### config.mk
export PLATFORM = sky130hd
export DESIGN_NAME = pfsm_top
export DESIGN_NICKNAME = d
export VERILOG_FILES = /design/src/pfsm_pkg.sv /design/src/pfsm_cfg_if.sv /design/src/pfsm_regs.sv /design/src/pfsm_top.sv
export SDC_FILE = /design/constraint.sdc
export NUM_CORES = 1
export LEC_CHECK = 0
export BUFFER_PORTS_ARGS = -buffer_cell sky130_fd_sc_hd__clkbuf_2
export CELL_PAD_IN_SITES_DETAIL_PLACEMENT = 2
export CELL_PAD_IN_SITES_GLOBAL_PLACEMENT = 2
export CORE_AREA = 3 3 160 162
export DETAILED_ROUTE_END_ITERATION = 8
export DIE_AREA = 0 0 163 165
export PLACE_DENSITY_LB_ADDON = 0.08
export REMOVE_ABC_BUFFERS = 1
export SLEW_MARGIN = 25
export SYNTH_ARGS = -nofsm -noshare
export SYNTH_HDL_FRONTEND = slang
export SYNTH_HIERARCHICAL = 1
export SYNTH_SLANG_ARGS = --single-unit
### constraint.sdc
create_clock -name pclk -period 1.8 [get_ports pclk]
set_input_delay 0.09 -clock pclk [delete_from_list [all_inputs] [get_ports pclk]]
set_output_delay 0.09 -clock pclk [all_outputs]
set_load 0.01 [all_outputs]
### src/pfsm_pkg.sv
// Purpose: Shared constants and types for the pin function select mux
// Assumes: APB with 32-bit data, one register per aligned word
// Notes:   Register byte address is four times the register index

package pfsm_pkg;

  // ************************************************************
  // Bus and register geometry
  // ************************************************************
  localparam int unsigned DATA_W = 32;
  localparam int unsigned ADDR_W = 16;
  localparam int unsigned REG_W  = 16;

  localparam logic [15:0] IDX_EXT_BUS_SELECT      = 16'h1C00;
  localparam logic [15:0] IDX_ROUTE_STATUS        = 16'h1C01;
  localparam logic [15:0] IDX_OUTPUT_SLEW_SELECT  = 16'h1C16;
  localparam logic [15:0] IDX_PULL_INHIBIT_FIRST  = 16'h1C17;
  localparam logic [15:0] IDX_PULL_INHIBIT_SECOND = 16'h1C18;
  localparam logic [15:0] IDX_PULL_INHIBIT_THIRD  = 16'h1C19;

  localparam logic [15:0] ADDR_EXT_BUS_SELECT      = 16'(IDX_EXT_BUS_SELECT << 2);
  localparam logic [15:0] ADDR_OUTPUT_SLEW_SELECT  = 16'(IDX_OUTPUT_SLEW_SELECT << 2);
  localparam logic [15:0] ADDR_PULL_INHIBIT_FIRST  = 16'(IDX_PULL_INHIBIT_FIRST << 2);

  // ************************************************************
  // Field layout and reset values
  // ************************************************************
  localparam int unsigned MODE_LSB   = 12;
  localparam int unsigned MODE_W     = 3;
  localparam int unsigned ADDR_SEL_N = 6;

  // In the selection register only the route mode and address-pin selects are writable
  localparam logic [15:0] EXT_BUS_SELECT_WR_MASK = 16'h703F;
  localparam logic [15:0] EXT_BUS_SELECT_RST     = 16'h0000;
  localparam logic [15:0] SLEW_WR_MASK           = 16'h0003;
  localparam logic [15:0] SLEW_RST               = 16'h0000;
  localparam logic [15:0] PULL_RST               = 16'h0000;
  localparam int unsigned SLEW_CLOCK_OUT_BIT     = 0;
  localparam int unsigned SLEW_EXT_MEM_BIT       = 1;

  localparam int unsigned ST_DED_BIT = 0;
  localparam int unsigned ST_A_LSB   = 1;
  localparam int unsigned ST_B_LSB   = 3;

  typedef enum logic [2:0] {
    PP_MODE0 = 3'h0,
    PP_MODE1 = 3'h1,
    PP_MODE2 = 3'h2,
    PP_MODE3 = 3'h3,
    PP_MODE4 = 3'h4,
    PP_MODE5 = 3'h5,
    PP_MODE6 = 3'h6,
    PP_RSVD7 = 3'h7
  } pfsm_mode_e;

  typedef enum logic [1:0] {GRP_NONE, GRP_PRIMARY, GRP_GPL, GRP_ALT} pfsm_grp_e;

  // ************************************************************
  // Pin map of the parallel port
  // ************************************************************
  localparam int unsigned PP_PINS     = 21;
  localparam int unsigned SIF_N       = 7;
  localparam int unsigned PORT_N      = 4;
  localparam int unsigned GPL_W       = 32;
  localparam int unsigned GPL_DED_N   = 6;
  localparam int unsigned GPL_DED_FIRST = 12;
  localparam int unsigned GPL_DED_PIN0  = 3;
  localparam int unsigned GRP_A_PIN0  = 9;
  localparam int unsigned GRP_B_PIN0  = 13;
  localparam int unsigned GPL_B_FIRST = 28;
  localparam int unsigned GPL_ADDR_FIRST = 21;
  localparam int unsigned SIF_DED_PIN [SIF_N] = '{0, 17, 1, 2, 18, 19, 20};
  localparam int unsigned GPL_A [PORT_N] = '{18, 19, 20, 27};

  // Serial order: clock, select0, receive, transmit, select1..3
  localparam logic [6:0] SIF_IDLE  = 7'h72;
  localparam logic [3:0] UART_IDLE = 4'h6;
  localparam logic [3:0] AUD_IDLE  = 4'h0;

endpackage

### src/pfsm_cfg_if.sv
// Purpose: Register values passed from the register block to the routing
// Assumes: One clock domain
// Notes:   Status flows back for software readout
`timescale 1ns/10ps

interface pfsm_cfg_if;
  logic [15:0] ext_bus_select;
  logic [15:0] output_slew_select;
  logic [15:0] pull_inhibit_first;
  logic [15:0] pull_inhibit_second;
  logic [15:0] pull_inhibit_third;
  logic [15:0] route_status;

  modport regs (
    output ext_bus_select,
    output output_slew_select,
    output pull_inhibit_first,
    output pull_inhibit_second,
    output pull_inhibit_third,
    input  route_status
  );

  modport core (
    input  ext_bus_select,
    input  output_slew_select,
    input  pull_inhibit_first,
    input  pull_inhibit_second,
    input  pull_inhibit_third,
    output route_status
  );
endinterface

### src/pfsm_regs.sv
// Purpose: APB register file for the pin function select mux
// Assumes: Zero wait states; unaligned or unmapped access gives pslverr
// Notes:   Read data is captured in the setup cycle
`timescale 1ns/10ps

module pfsm_regs (
  input  wire logic        pclk,
  input  wire logic        presetn,
  input  wire logic        psel,
  input  wire logic        penable,
  input  wire logic        pwrite,
  input  wire logic [15:0] paddr,
  input  wire logic [31:0] pwdata,
  output logic      [31:0] prdata,
  output logic             pready,
  output logic             pslverr,
  pfsm_cfg_if.regs         cfg
);

  // ************************************************************
  // Decode
  // ************************************************************
  logic [15:0] ebs_q, slew_q, pull1_q, pull2_q, pull3_q;
  logic [31:0] rdata_q, rdata_d;
  wire  [15:0] word_idx   = {2'h0, paddr[15:2]};
  wire         aligned    = (paddr[1:0] == 2'h0);
  wire         hit_ebs    = aligned && word_idx == pfsm_pkg::IDX_EXT_BUS_SELECT;
  wire         hit_stat   = aligned && word_idx == pfsm_pkg::IDX_ROUTE_STATUS;
  wire         hit_slew   = aligned && word_idx == pfsm_pkg::IDX_OUTPUT_SLEW_SELECT;
  wire         hit_pull1  = aligned && word_idx == pfsm_pkg::IDX_PULL_INHIBIT_FIRST;
  wire         hit_pull2  = aligned && word_idx == pfsm_pkg::IDX_PULL_INHIBIT_SECOND;
  wire         hit_pull3  = aligned && word_idx == pfsm_pkg::IDX_PULL_INHIBIT_THIRD;
  wire         hit_any    = hit_ebs | hit_stat | hit_slew | hit_pull1 | hit_pull2 | hit_pull3;
  wire         wr_en      = psel && penable && pwrite && hit_any;
  wire  [15:0] wdata      = pwdata[15:0];

  // Status is computed live; reading it never disturbs routing
  assign rdata_d = hit_ebs   ? {16'h0000, ebs_q}   :
                   hit_stat  ? {16'h0000, cfg.route_status} :
                   hit_slew  ? {16'h0000, slew_q}  :
                   hit_pull1 ? {16'h0000, pull1_q} :
                   hit_pull2 ? {16'h0000, pull2_q} :
                   hit_pull3 ? {16'h0000, pull3_q} : 32'h0000_0000;

  assign pready  = 1'b1;
  assign pslverr = psel && penable && !hit_any;
  assign prdata  = rdata_q;

  // ************************************************************
  // Storage
  // ************************************************************
  always_ff @(posedge pclk or negedge presetn) begin
    if (!presetn) begin
      rdata_q <= 32'h0000_0000;
    end else if (psel && !penable) begin
      rdata_q <= rdata_d;
    end
  end

  always_ff @(posedge pclk or negedge presetn) begin
    if (!presetn) begin
      ebs_q   <= pfsm_pkg::EXT_BUS_SELECT_RST;
      slew_q  <= pfsm_pkg::SLEW_RST;
      pull1_q <= pfsm_pkg::PULL_RST;
      pull2_q <= pfsm_pkg::PULL_RST;
      pull3_q <= pfsm_pkg::PULL_RST;
    end else if (wr_en) begin
      if (hit_ebs) begin
        ebs_q <= wdata & pfsm_pkg::EXT_BUS_SELECT_WR_MASK;
      end
      if (hit_slew) begin
        slew_q <= wdata & pfsm_pkg::SLEW_WR_MASK;
      end
      if (hit_pull1) begin
        pull1_q <= wdata;
      end
      if (hit_pull2) begin
        pull2_q <= wdata;
      end
      if (hit_pull3) begin
        pull3_q <= wdata;
      end
    end
  end

  assign cfg.ext_bus_select      = ebs_q;
  assign cfg.output_slew_select  = slew_q;
  assign cfg.pull_inhibit_first  = pull1_q;
  assign cfg.pull_inhibit_second = pull2_q;
  assign cfg.pull_inhibit_third  = pull3_q;

endmodule

### src/pfsm_top.sv
// Purpose: Routes peripheral signals onto shared package pins
// Assumes: Pins are split into out, out-enable and in; pad logic resolves them
// Notes:   Routing is combinational from the register contents
`timescale 1ns/10ps

// What this block does
// - One selection register alone controls every shared-pin function choice.
// - Select bit 5 puts address line 20 or general line 26 on its pin.
// - Select bit 4 puts address line 19 or general line 25 on its pin.
// - Select bit 3 puts address line 18 or general line 24 on its pin.
// - Select bit 2 puts address line 17 or general line 23 on its pin.
// - Select bit 1 puts address line 16 or general line 22 on its pin.
// - Select bit 0 puts address line 15 or general line 21 on its pin.
// - Route mode codes 0 to 6; code 0 at reset routes nothing.
// - Group A pins carry audio port 2, general lines, or serial interface.
// - Group B pins carry the UART, general lines 28-31, or audio port 3.
// - Modes 1 and 6 also route seven serial signals and general lines 12-17.
// - Route mode field sits in bits 14 to 12 of the selection register.
// - Each pull resistor has its own disable bit in three registers.
// - Slew register picks fast or slow edges for clock-out and memory pins.
module pfsm_top (
  input  wire logic        pclk,
  input  wire logic        presetn,
  input  wire logic        psel,
  input  wire logic        penable,
  input  wire logic        pwrite,
  input  wire logic [15:0] paddr,
  input  wire logic [31:0] pwdata,
  output logic      [31:0] prdata,
  output logic             pready,
  output logic             pslverr,
  input  wire logic [6:0]  sif_out,
  input  wire logic [6:0]  sif_oe,
  output logic      [6:0]  sif_in,
  input  wire logic [3:0]  ap2_out,
  input  wire logic [3:0]  ap2_oe,
  output logic      [3:0]  ap2_in,
  input  wire logic [3:0]  ap3_out,
  input  wire logic [3:0]  ap3_oe,
  output logic      [3:0]  ap3_in,
  input  wire logic [3:0]  uart_out,
  input  wire logic [3:0]  uart_oe,
  output logic      [3:0]  uart_in,
  input  wire logic [31:0] gpl_out,
  input  wire logic [31:0] gpl_oe,
  output logic      [31:0] gpl_in,
  input  wire logic [5:0]  ext_addr_out,
  input  wire logic [5:0]  ext_addr_oe,
  output logic      [20:0] pp_pin_out,
  output logic      [20:0] pp_pin_oe,
  input  wire logic [20:0] pp_pin_in,
  output logic      [5:0]  addr_pin_out,
  output logic      [5:0]  addr_pin_oe,
  input  wire logic [5:0]  addr_pin_in,
  output logic      [47:0] pull_disable,
  output logic             clock_output_pin_slow,
  output logic             ext_mem_interface_slow
);

  // ************************************************************
  // Registers
  // ************************************************************
  pfsm_cfg_if cfg ();

  pfsm_regs u_regs (
    .pclk    (pclk),
    .presetn (presetn),
    .psel    (psel),
    .penable (penable),
    .pwrite  (pwrite),
    .paddr   (paddr),
    .pwdata  (pwdata),
    .prdata  (prdata),
    .pready  (pready),
    .pslverr (pslverr),
    .cfg     (cfg.regs)
  );

  // ************************************************************
  // Mode decode
  // ************************************************************
  pfsm_pkg::pfsm_mode_e mode;
  pfsm_pkg::pfsm_grp_e  grp_a;
  pfsm_pkg::pfsm_grp_e  grp_b;
  logic [5:0]           addr_sel;

  assign mode     = pfsm_pkg::pfsm_mode_e'(
                      cfg.ext_bus_select[pfsm_pkg::MODE_LSB +: pfsm_pkg::MODE_W]);
  assign addr_sel = cfg.ext_bus_select[pfsm_pkg::ADDR_SEL_N-1:0];

  // Code 0 and reserved code 7 leave every flag low
  wire ded_on = mode == pfsm_pkg::PP_MODE1 || mode == pfsm_pkg::PP_MODE6;
  wire a_ap2  = mode == pfsm_pkg::PP_MODE1 || mode == pfsm_pkg::PP_MODE4 ||
                mode == pfsm_pkg::PP_MODE6;
  wire a_gpl  = mode == pfsm_pkg::PP_MODE2;
  wire a_sif  = mode == pfsm_pkg::PP_MODE3 || mode == pfsm_pkg::PP_MODE5;
  wire b_uart = mode == pfsm_pkg::PP_MODE1 || mode == pfsm_pkg::PP_MODE4 ||
                mode == pfsm_pkg::PP_MODE5;
  wire b_gpl  = mode == pfsm_pkg::PP_MODE2;
  wire b_ap3  = mode == pfsm_pkg::PP_MODE3 || mode == pfsm_pkg::PP_MODE6;

  assign grp_a = a_ap2 ? pfsm_pkg::GRP_PRIMARY : a_gpl ? pfsm_pkg::GRP_GPL :
                 a_sif ? pfsm_pkg::GRP_ALT : pfsm_pkg::GRP_NONE;
  assign grp_b = b_uart ? pfsm_pkg::GRP_PRIMARY : b_gpl ? pfsm_pkg::GRP_GPL :
                 b_ap3 ? pfsm_pkg::GRP_ALT : pfsm_pkg::GRP_NONE;

  assign cfg.route_status = {11'h000, grp_b, grp_a, ded_on};

  // ************************************************************
  // Serial interface pins
  // ************************************************************
  genvar k;
  for (k = 0; k < pfsm_pkg::SIF_N; k++) begin : g_sif
    localparam int unsigned DP = pfsm_pkg::SIF_DED_PIN[k];
    assign pp_pin_out[DP] = ded_on & sif_out[k];
    assign pp_pin_oe[DP]  = ded_on & sif_oe[k];
    if (k < pfsm_pkg::PORT_N) begin : g_shared
      // Dedicated pins win when both paths could apply
      assign sif_in[k] = ded_on ? pp_pin_in[DP] :
                         a_sif  ? pp_pin_in[pfsm_pkg::GRP_A_PIN0 + k] :
                                  pfsm_pkg::SIF_IDLE[k];
    end else begin : g_only
      assign sif_in[k] = ded_on ? pp_pin_in[DP] : pfsm_pkg::SIF_IDLE[k];
    end
  end

  // ************************************************************
  // Dedicated general lines 12 to 17
  // ************************************************************
  for (k = 0; k < pfsm_pkg::GPL_DED_N; k++) begin : g_gded
    localparam int unsigned P = pfsm_pkg::GPL_DED_PIN0 + k;
    localparam int unsigned G = pfsm_pkg::GPL_DED_FIRST + k;
    assign pp_pin_out[P] = ded_on & gpl_out[G];
    assign pp_pin_oe[P]  = ded_on & gpl_oe[G];
    assign gpl_in[G]     = ded_on & pp_pin_in[P];
  end

  // ************************************************************
  // Shared groups A and B
  // ************************************************************
  for (k = 0; k < pfsm_pkg::PORT_N; k++) begin : g_grp
    localparam int unsigned PA = pfsm_pkg::GRP_A_PIN0 + k;
    localparam int unsigned PB = pfsm_pkg::GRP_B_PIN0 + k;
    localparam int unsigned GA = pfsm_pkg::GPL_A[k];
    localparam int unsigned GB = pfsm_pkg::GPL_B_FIRST + k;
    assign pp_pin_out[PA] = a_ap2 ? ap2_out[k] : a_gpl ? gpl_out[GA] :
                            a_sif ? sif_out[k] : 1'b0;
    assign pp_pin_oe[PA]  = a_ap2 ? ap2_oe[k] : a_gpl ? gpl_oe[GA] :
                            a_sif ? sif_oe[k] : 1'b0;
    assign ap2_in[k]      = a_ap2 ? pp_pin_in[PA] : pfsm_pkg::AUD_IDLE[k];
    assign gpl_in[GA]     = a_gpl & pp_pin_in[PA];
    assign pp_pin_out[PB] = b_uart ? uart_out[k] : b_gpl ? gpl_out[GB] :
                            b_ap3 ? ap3_out[k] : 1'b0;
    assign pp_pin_oe[PB]  = b_uart ? uart_oe[k] : b_gpl ? gpl_oe[GB] :
                            b_ap3 ? ap3_oe[k] : 1'b0;
    assign uart_in[k]     = b_uart ? pp_pin_in[PB] : pfsm_pkg::UART_IDLE[k];
    assign ap3_in[k]      = b_ap3 ? pp_pin_in[PB] : pfsm_pkg::AUD_IDLE[k];
    assign gpl_in[GB]     = b_gpl & pp_pin_in[PB];
  end

  // ************************************************************
  // Address line pins
  // ************************************************************
  for (k = 0; k < pfsm_pkg::ADDR_SEL_N; k++) begin : g_addr
    localparam int unsigned G = pfsm_pkg::GPL_ADDR_FIRST + k;
    // Memory controller keeps its address when the bit is clear
    assign addr_pin_out[k] = addr_sel[k] ? gpl_out[G] : ext_addr_out[k];
    assign addr_pin_oe[k]  = addr_sel[k] ? gpl_oe[G] : ext_addr_oe[k];
    assign gpl_in[G]       = addr_sel[k] & pp_pin_zero_guard(addr_pin_in[k]);
  end

  // Lines without a pin in this block read low
  assign gpl_in[pfsm_pkg::GPL_DED_FIRST-1:0] = 12'h000;

  function automatic logic pp_pin_zero_guard(input logic v);
    return v;
  endfunction

  // ************************************************************
  // Pad controls
  // ************************************************************
  // Test reset pull-down has no bit here and stays always on
  assign pull_disable = {cfg.pull_inhibit_third, cfg.pull_inhibit_second,
                         cfg.pull_inhibit_first};
  assign clock_output_pin_slow  = cfg.output_slew_select[pfsm_pkg::SLEW_CLOCK_OUT_BIT];
  assign ext_mem_interface_slow = cfg.output_slew_select[pfsm_pkg::SLEW_EXT_MEM_BIT];
endmodule

Word level (Yosys, flattened, before mapping):

Index checks and enable logic that the tools add are counted.

* register bits after elaboration: 91
* bits of input ports: 194
* output and inout port bits: 189
* word-level logic and storage cells: 189

* eq/ne operators: 12
* multiplexer cells: 95
* bitwise operators: 51
* reduce and logical (&&, ||, !) cells: 25

Operator list (number)
* two-way mux 32 bit: 5
* equality test 14 x 13 -> 1 bit (second input constant): 6
* two-way mux 1 bit: 83
* bitwise AND 1 bit: 46
* two-way mux 16 bit: 1
* two-way mux 2 bit: 6
* logical AND 1 bit: 11
* AND reduction 2 bit: 5
* equality test 3 bit (second input constant): 3
* equality test 3 x 2 -> 1 bit (second input constant): 2
* logical OR 1 bit: 6
* bitwise OR 1 bit: 5
* equality test 3 x 1 -> 1 bit (second input constant): 1
* logical NOT 1 bit: 2
* logical NOT 2 bit: 1

Longest topological paths before layout:

Gate-level depths: netlist of run 1.

* depth after elaboration: 9
* mapped depth: 9
* mapped depth without buffers: 5

Cells and area by module:

Netlist of run 1, hierarchy kept.

By module, submodules not included
* pfsm_regs: instances 1, cells an instance 309, area an instance 3823.7 um^2, sequential area each 1876.8 um^2
* pfsm_top: instances 1, cells an instance 214, area an instance 1462.7 um^2, sequential area each 0.0 um^2

Worst setup path after synthesis of run 1:

Ideal clock, no wire load.

* path type: in2reg
* start: input paddr[1]
* end: register u_regs.pull1_q[10] (netlist: u_regs/cfg.pull_inhibit_first[10])
* library setup time: 0.125 ns
* data arrival time: 1.997 ns
* required time: 1.675 ns
* path slack: -0.322 ns
* cell stages on the path: 8
* buffers on the path: 3
* cells stage by stage: or4_4 -> nor4_4 -> and2_1 -> buf_4 -> and2_1 -> buf_6 -> buf_12 -> mux2_4

* cells in the longest elaborated chain, start to end: 9
* elaborated cells between the ends (all ways): 14
* those cells by class: 5 x bitwise; 9 x reduce/logical

RTL lines
* start, declared: RTL line pfsm_top.sv:27 `input wire logic [15:0] paddr,`
* logical NOT 2 bit (*): RTL line pfsm_regs.sv:26 `wire aligned = (paddr[1:0] == 2'h0);`
* logical AND 1 bit, on equally long branches: RTL line pfsm_regs.sv:27, pfsm_regs.sv:28
* bitwise OR 1 bit (5 in a row): RTL line pfsm_regs.sv:33 `wire hit_any = hit_ebs | hit_stat | hit_slew | hit_pull1 | hit_pull2 | hit_pull3;`
* logical AND 1 bit: RTL line pfsm_regs.sv:34 `wire wr_en = psel && penable && pwrite && hit_any;`
* AND reduction 2 bit (no line) (*)
* end signal, assigned: RTL line pfsm_regs.sv:64 `pull1_q <= pfsm_pkg::PULL_RST;`
* end signal, assigned: RTL line pfsm_regs.sv:75 `pull1_q <= wdata;`
* end, declared: RTL line pfsm_regs.sv:23 `logic [15:0] ebs_q, slew_q, pull1_q, pull2_q, pull3_q;`

Every way passes the cells marked *; elsewhere a longest branch is shown, timed or not.
A chain may end at the register's enable or synchronous reset.

Final worst setup path of run 1:

* start: register u_regs.ebs_q[13] (netlist: u_regs/cfg.ext_bus_select[13])
* end: output pp_pin_oe[18]

* cells in the longest elaborated chain, start to end: 3
* elaborated cells between the ends (all ways): 4
* those cells by class: 2 x eq/ne; 1 x bitwise; 1 x reduce/logical

RTL lines
* start, declared: RTL line pfsm_regs.sv:23
* start signal, assigned: RTL line pfsm_regs.sv:62 `ebs_q <= pfsm_pkg::EXT_BUS_SELECT_RST;`
* start signal, assigned: RTL line pfsm_regs.sv:69 `ebs_q <= wdata & pfsm_pkg::EXT_BUS_SELECT_WR_MASK;`
* equality test 3 x 1 -> 1 bit / equality test 3 bit (equally long branches): RTL line pfsm_top.sv:92 `wire ded_on = mode == pfsm_pkg::PP_MODE1 || mode == pfsm_pkg::PP_MODE6;`
* logical OR 1 bit (*): RTL line pfsm_top.sv:92
* bitwise AND 1 bit (*): RTL line pfsm_top.sv:116 `assign pp_pin_oe[DP] = ded_on & sif_oe[k];`
* end, declared: RTL line pfsm_top.sv:50 `output logic [20:0] pp_pin_oe,`

Marks and branches as above.

==> results of run 1 <==
## repair_timing
item / in CTS / in global routing
endpoints found under the setup margin: 76 / 70
endpoints found under the hold margin: 34 / 0
cloned: 2 / 0
pin swaps: 3 / 1
gates resized for setup: 24 / 15
buffers inserted: 7 / 5
hold buffers: 1 / 0
## worst reg2reg max path: cells and delay by family, from the launching register on
kind             cells  cell delay [ns]
AO/OA/AOI/OAI        2             0.33
flip-flops           1             0.45
multiplexers         1             0.32
AND/OR/NAND/NOR      2             0.31
## area by class of cell
type / instances / area (um^2) / area share
Multi-Input combinational cell: 399 / 3060 / 0.389
Timing Repair Buffer: 368 / 2170 / 0.277
Sequential cell: 75 / 1880 / 0.240
Tap cell: 324 / 405 / 0.0517
Clock buffer: 10 / 229 / 0.0292
Clock inverter: 6 / 88.8 / 0.0113
Inverter: 4 / 15.0 / 0.00191
## per-layer routing
metal,global-route usage,vias to the layer above,wire [um]
met4,0.0361,0,244
met3,0.0477,19,1910
met5,0,-,0
met1,0.211,2681,9860
li1,-,2469,-
met2,0.315,204,12600
## state kept, by name, summed over array words and instances (netlist names)
name                            count
u_regs/cfg.pull_inhibit_first      16
u_regs/cfg.pull_inhibit_second     16
u_regs/cfg.pull_inhibit_third      16
u_regs/prdata                      16
u_regs/cfg.ext_bus_select           9
u_regs/cfg.output_slew_select       2
## power groups by stage
stage,clock network [mW],registers (mW),logic (mW)
3_5_place_dp,0,1.75,0.513
5_1_grt,2.10,1.71,0.579
3_3_place_gp,0,1.75,0.494
6_report,1.96,1.71,0.517
2_1_floorplan,0,1.75,0.152
4_1_cts,2.02,1.71,0.522
## worst max path at each step
stage,from,end,cells past startpoint
after floorplan,paddr[1],u_regs/cfg.pull_inhibit_first[0],5
after global placement,paddr[1],u_regs/cfg.pull_inhibit_first[15],7
after detailed placement,paddr[1],u_regs/cfg.pull_inhibit_first[2],7
after CTS,u_regs/cfg.ext_bus_select[13],pp_pin_oe[18],5
after global routing,u_regs/cfg.ext_bus_select[12],pp_pin_oe[11],5
final,u_regs/cfg.ext_bus_select[13],pp_pin_oe[18],5
## stage by stage
step	TNS [ns]	power (mW)	worst slack [ns]
after floorplan	-42.35	1.90	-0.811
after global placement	-16.90	2.24	-0.323
after detailed placement	-18.50	2.26	-0.339
after CTS	-4.00	4.26	-0.105
after global routing	-7.76	4.40	-0.175
final	-2.55	4.20	-0.0827
==> results.toml, run 1 <==
[outcome]
status = "finished, violations left"
violations = "setup timing"

[global_routing]
grt_pass1_vias = 5752
grt_pass1_wl_um = 36300
grt_usage = 0.176
grt_overflow = 0
grt_max_degree = 37
antenna_found_initial = 0

[floorplan]
start_util = 0.212
die_area_um2 = 26900
row_count = 57
die_h_um = 165
pin_count = 383
die_w_um = 163
core_um2 = 24200

[worst_setup_path]
worstPathCellList = "and2b_1, mux2_4, buf_12, and2_1, clkbuf_2"
crit_buf_inv = 2
critical_path_class = "flip-flop to output port"
reg2reg_from = "u_regs/cfg.ext_bus_select[13]"
crit_slowest_cell = "dfrtp_2"
r2r_setup_slack_ns = 0.27
cp-start-kind = "flip-flop"
crit_arrival_ns = 1.79
crit_fanout = 35
reg2regPathDepth = 5
regToRegEndpoint = "u_regs/prdata[0]"
cp-end-kind = "output port"
max_stage_delay_ns = 0.45
required_ns = 1.71
cpLargestDelayFamily = "flip-flops"

[sta]
slew_headroom = 0.606
max_freq_mhz = 531
setup_slack_ns = -0.0827
rsz0062_at_grt = "true"
finalSetupViolations = 49
final-hold-violation-count = 0
slew_viol_final = 0
fin_worst_skew_ns = 0.00588
holdWs_ns = 0.0204
fin_crit_ns = 1.88
finalCritPeriodShare = 1.05
worst_pin_slew_ns = 0.591

[power_and_ir_drop]
power.internal_mw = 3.15
p_seq_frac = 0.408
netSwitchingPower_mw = 1.04
power.density_nw_per_um2 = 535
cellLeakagePower_nw = 4.14
irDropWorstVdd_mv = 0.423
switching_share = 0.248
pwr-share-comb = 0.123
clkPwrFrac = 0.468

[place]
place.gp.congestion = 0.809
hpwl_um = 19700
dpl-instance-area_um2 = 7230
port_buffers = 313
dp.cells = 1155

[final_layout]
antennaDiodeCount = 0
layout_commonest_cell = "clkbuf_2"
finalNonFillerCells = 1186
num-nets-final = 1051
final_cell_mix = "clkbuf_2, mux2_2, dfrtp_1"
n_fill_cell = 2791
utilization = 0.324
stdcell_area_um2 = 7850
drive_gt1_frac = 0.574
area_growth_pct = 53.0

[drt]
drc = 0
wl_per_cell_um = 20.8
ant_nets = 0
first_pass_iters = 4
viasPerCell = 4.53
vias = 5373
dr.first_iter.drc_count = 170
totalWireLength_um = 24600

[cts]
clk_path_buf_depth = 2
numCtsBuffers = 9
insertion_delay_ns = 0.33
cts_root_buf = "clkbuf_16"
ctsHtreeMaxLevel = 3
tritoncts = "done"
path_clk_slew_ns = 0.06
clkSinkCount = 75

[hold_path]
holdPathStages = 2
hold_path_class = "input pin to flip-flop"
whs_endpoint = "u_regs/cfg.pull_inhibit_first[11]"
worstHoldStart = "pwdata[11]"

[job]
max_cap_viol_count = 0

[synth]
yosysWarnings = 6
synth.avg_cell_area_um2 = 10.2
synthCells = 502
synth_area_um2 = 5130
(Power assumes the default switching activity.)
==> inputs of run 2 (changes only) <==
- CORE_AREA: 3 3 160 162 -> 3 3 156 158
- DIE_AREA: 0 0 163 165 -> 0 0 159 161
- SYNTH_HIERARCHICAL: 1 -> not set
==> run 2 against run 1 <==
The run still ends with setup timing left. Via count rose by 3.2%. Sequential share of layout area down 1.4 points. Fmax decreased by 0.60%. Largest cell class unchanged. Highest routed layer unchanged.
==> results.toml, run 2 <==
[final_layout]
drive_gt1_frac = 0.634
area_growth_pct = 64.3
finalNonFillerCells = 1208
final_cell_mix = "clkbuf_2, mux2_2, dfrtp_1"
num-nets-final = 1076
layout_commonest_cell = "clkbuf_2"

[sta]
rsz0062_at_grt = "true"
setup_slack_ns = -0.0940
fin_crit_ns = 1.89
holdWs_ns = 0.0154
finalSetupViolations = 16
slew_viol_final = 0
finalCritPeriodShare = 1.05
max_freq_mhz = 528
fin_setup_tns_ns = -0.501
fin_worst_skew_ns = 0.00451
final-hold-violation-count = 0

[global_routing]
grt_pass1_wl_um = 38400
grt_max_degree = 42
antenna_found_initial = 2
grt_usage = 0.189
grt_overflow = 0
grt_pass1_vias = 6260

[worst_setup_path]
cp-start-kind = "flip-flop"
crit_fanout = 8
required_ns = 1.71
crit_arrival_ns = 1.80
cp-end-kind = "output port"
critical_path_class = "flip-flop to output port"
startpoint = "u_regs.cfg.ext_bus_select[12]"
reg2reg_from = "u_regs.cfg.ext_bus_select[12]"

[drt]
drc = 0
wl_per_cell_um = 20.8
dr.first_iter.drc_count = 142
totalWireLength_um = 25100
ant_nets = 0
first_pass_iters = 4
vias = 5547
viasPerCell = 4.59

[cts]
clkSinkCount = 75
clk_path_buf_depth = 2
path_clk_slew_ns = 0.07
insertion_delay_ns = 0.34
tritoncts = "done"
numCtsBuffers = 9
cts_root_buf = "clkbuf_16"
ctsHtreeMaxLevel = 3

[floorplan]
pin_count = 383
core_um2 = 23300
row_count = 56
die_h_um = 161
start_util = 0.218
die_area_um2 = 25600
die_w_um = 159

[synth]
ys_async_sr_fraction = 1.00
synth-edff-count = 0
synthFlopType = "dfrtp_1"
synthCells = 507
synth_area_leaders = "dfrtp_1, mux2_2, and2_1, buf_4, a221oi_1"
synth.avg_cell_area_um2 = 9.99
ys_seq_area_frac = 0.370
synth_area_um2 = 5070
synth.ff_latch_count = 75
synth_top_area_share = 0.370
synth.largest_area_cell = "dfrtp_1"
synthTopCellsByCount = "dfrtp_1, mux2_2, and2_1"
synth_most_common_cell = "dfrtp_1"
yosysWarnings = 0
synth_cell_type_count = 58

[place]
hpwl_um = 19700
dp.cells = 1160
port_buffers = 313
place.gp.congestion = 0.778

[power_and_ir_drop]
irDropWorstVdd_mv = 0.374
cellLeakagePower_nw = 4.24
power.density_nw_per_um2 = 514

[hold_path]
worstHoldStart = "pwdata[15]"
hold_path_class = "input pin to flip-flop"

[outcome]
violations = "setup timing"
status = "finished, violations left"

[job]
max_cap_viol_count = 0
run 2: worst max-delay path, cell delays in order, from the launching register on:
cell and delay, ns:
dfrtp_2 0.43, buf_6 0.15, clkinv_2 0.06, nor2_4 0.04
buf_12 0.12, buf_16 0.14, a221oi_2 0.28, nor2_1 0.10
clkbuf_2 0.14
run 2: layout make-up:
cell class              instances  area [um^2]
flip-flops and latches         75         1880
diodes                          2         5.00
fillers                      2628        14900
inverters                       4         16.3
clock buffers                   9          225
well taps                     319          399
repair buffers                393         2440
multi-input cells             399         3260
clock inverters                 7          101
run 2: worst paths after layout:
kind / depth (start not counted) / slack, ns / to
worst max-delay path: 8 / -0.09 / pp_pin_out[9]
worst min-delay path: 2 / 0.02 / u_regs.cfg.pull_inhibit_first[15]
worst max register to register: 8 / 0.10 / u_regs.prdata[1]
worst min register to register: 2 / 0.50 / u_regs.prdata[11]
max in group asynchronous: 3 / 0.93 / u_regs.cfg.pull_inhibit_first[0]
min in group asynchronous: 2 / 0.25 / u_regs.cfg.pull_inhibit_third[13]
run 2: metrics by stage:
step                      total power, mW   util  setup WS, ns  cell area, um^2
after floorplan                      1.89      -        -0.938             4800
after global placement               2.27  0.314        -0.102             7290
after detailed placement             2.29  0.314        -0.124             7290
after CTS                            4.33  0.346       -0.0849             8060
after global routing                 4.46  0.358        -0.209             8330
final                                4.28  0.358       -0.0940             8330
run 2: cells by family after synthesis:
logic type             Yosys count  synth area share
other                            2           0.00148
AND/OR/NAND/NOR                158             0.184
multiplexers                    93             0.210
AO/OA/AOI/OAI                  112             0.158
buffers and inverters           67            0.0763
flip-flops                      75             0.370
run 2: where the power goes:
| group | switching, mW | internal (mW) | total (mW) |
|---|---|---|---|
| Clock | 0.765 | 1.22 | 1.99 |
| Combinational | 0.323 | 0.267 | 0.590 |
| Sequential | 0.00447 | 1.69 | 1.70 |
run 2: layer usage:
layer,GRT usage,part of all wire
met4,0.0414,0.0073
met1,0.226,0.41
met3,0.0351,0.049
met5,0,0
met2,0.354,0.53
run 2: timing repair:
action | in CTS | in global routing
hold endpoints to repair | 35 | 0
pin swaps | 18 | 27
endpoints found under the setup margin | 68 | 76
gates resized for setup | 56 | 79
hold buffers | 2 | 0
buffers inserted | 14 | 6
cloned | 9 | 0
==> inputs of run 3 (changes only) <==
- CELL_PAD_IN_SITES_DETAIL_PLACEMENT: 2 -> 1
==> run 3 against run 2 <==
The run still ends with setup timing left. Total power rose by 3.1%. Clock skew rose by 0.0026 ns. Utilization fell by 0.78 points. Fmax fell by 0.14%. Sequential share of layout area rose by 0.50 points. Critical path type unchanged.
==> results.toml, run 3 (same netlist as run 2, synthesis figures left out) <==
[place]
place.gp.congestion = 0.778
dp.cells = 1160
hpwl_um = 18700
port_buffers = 313

[drt]
first_pass_iters = 4
viasPerCell = 4.55
wl_per_cell_um = 19.8
vias = 5461
dr.first_iter.drc_count = 127
ant_nets = 0
drc = 0
totalWireLength_um = 23800

[power_and_ir_drop]
cellLeakagePower_nw = 4.19
irDropWorstVdd_mv = 0.341
power.density_nw_per_um2 = 541

[final_layout]
area_growth_pct = 60.8
utilization = 0.350
antennaDiodeCount = 0
multi_input_area_um2 = 3180
final_cell_mix = "clkbuf_2, dfrtp_1, mux2_2"
drive_gt1_frac = 0.611
finalNonFillerCells = 1200
n_fill_cell = 2773
layout_commonest_cell = "clkbuf_2"
num-nets-final = 1070
register_area_um2 = 1880

[worst_setup_path]
required_ns = 1.71
cp-start-kind = "flip-flop"
cp-end-kind = "output port"
worstPathCellList = "buf_8, buf_4, mux2_4, a221oi_2, nor2_1, buf_2"
max_stage_delay_ns = 0.45
crit_slowest_cell = "dfrtp_2"
crit_arrival_ns = 1.81
critical_path_class = "flip-flop to output port"
r2r_setup_slack_ns = 0.09
crit_fanout = 7

[sta]
setup_slack_ns = -0.0967
rsz0062_at_grt = "true"
fin_worst_skew_ns = 0.00707
slew_viol_final = 0
finalCritPeriodShare = 1.05
final-hold-violation-count = 0
finalSetupViolations = 19
max_freq_mhz = 527
holdWs_ns = 0.0166
fin_crit_ns = 1.90
fin_setup_tns_ns = -0.816

[outcome]
status = "finished, violations left"
violations = "setup timing"

[global_routing]
grt_usage = 0.178
grt_max_degree = 42
grt_pass1_wl_um = 36300
antenna_found_initial = 0
grt_overflow = 0
grt_pass1_vias = 5908

[floorplan]
die_h_um = 161
core_um2 = 23300
pin_count = 383
start_util = 0.218
row_count = 56
die_area_um2 = 25600
die_w_um = 159

[cts]
numCtsBuffers = 9
cts_root_buf = "clkbuf_16"
path_clk_slew_ns = 0.07
insertion_delay_ns = 0.34
clkSinkCount = 75
clk_path_buf_depth = 2
tritoncts = "done"
ctsHtreeMaxLevel = 3

[job]
max_cap_viol_count = 0

[hold_path]
hold_path_class = "input pin to flip-flop"
-- run 3: path summary, 6_finish.rpt --
check,start,end,depth (start not counted)
setup / recovery,u_regs.cfg.ext_bus_select[12],pp_pin_out[11],6
hold reg to reg,u_regs.prdata[11],u_regs.prdata[11],2
min in group asynchronous,presetn,u_regs.cfg.pull_inhibit_first[13],2
max in group asynchronous,presetn,u_regs.cfg.pull_inhibit_second[0],3
setup reg to reg,u_regs.cfg.ext_bus_select[12],u_regs.prdata[0],5
hold / removal,pwdata[6],u_regs.cfg.pull_inhibit_first[6],2
-- run 3: what timing repair did --
action | 4_1_cts | 5_1_grt
hold buffers | 3 | 0
endpoints found under the hold margin | 36 | 0
setup buffers | 12 | 5
gates resized for setup | 51 | 41
pin swaps | 14 | 16
cloned | 7 | 0
endpoints found under the setup margin | 67 | 66
-- run 3: per-stage QoR --
stage	cell area [um^2]	worst slack, ns	total power, mW
after global routing	8140	-0.170	4.58
after global placement	7290	-0.102	2.27
final	8140	-0.0967	4.41
after floorplan	4800	-0.938	1.89
after detailed placement	7290	-0.120	2.29
after CTS	8030	-0.100	4.46
-- run 3: metal layers --
metal	global-route usage	vias to the layer above	wire length [um]
li1	-	2546	-
met1	0.213	2681	9720
met2	0.330	214	12400
met3	0.0377	20	1330
met4	0.0390	0	312
met5	0	-	0
-- run 3: power by group --
part,total [mW],internal (mW),switching [mW]
registers,1.70,1.69,0.00436
clock network,2.13,1.37,0.766
logic,0.577,0.264,0.313
-- run 3: cell type report --
class	instances	area share
flip-flops and latches	75	0.231
well taps	319	0.0490
clock inverters	7	0.0152
repair buffers	388	0.285
inverters	4	0.00246
multi-input cells	398	0.390
clock buffers	9	0.0277
-- run 3: worst max-delay path, delay by kind of cell, from the launching register on --
family	cells	cell delay (ns)
flip-flops	1	0.45
AND/OR/NAND/NOR	1	0.06
multiplexers	1	0.29
AO/OA/AOI/OAI	1	0.24
buffers and inverters	3	0.43
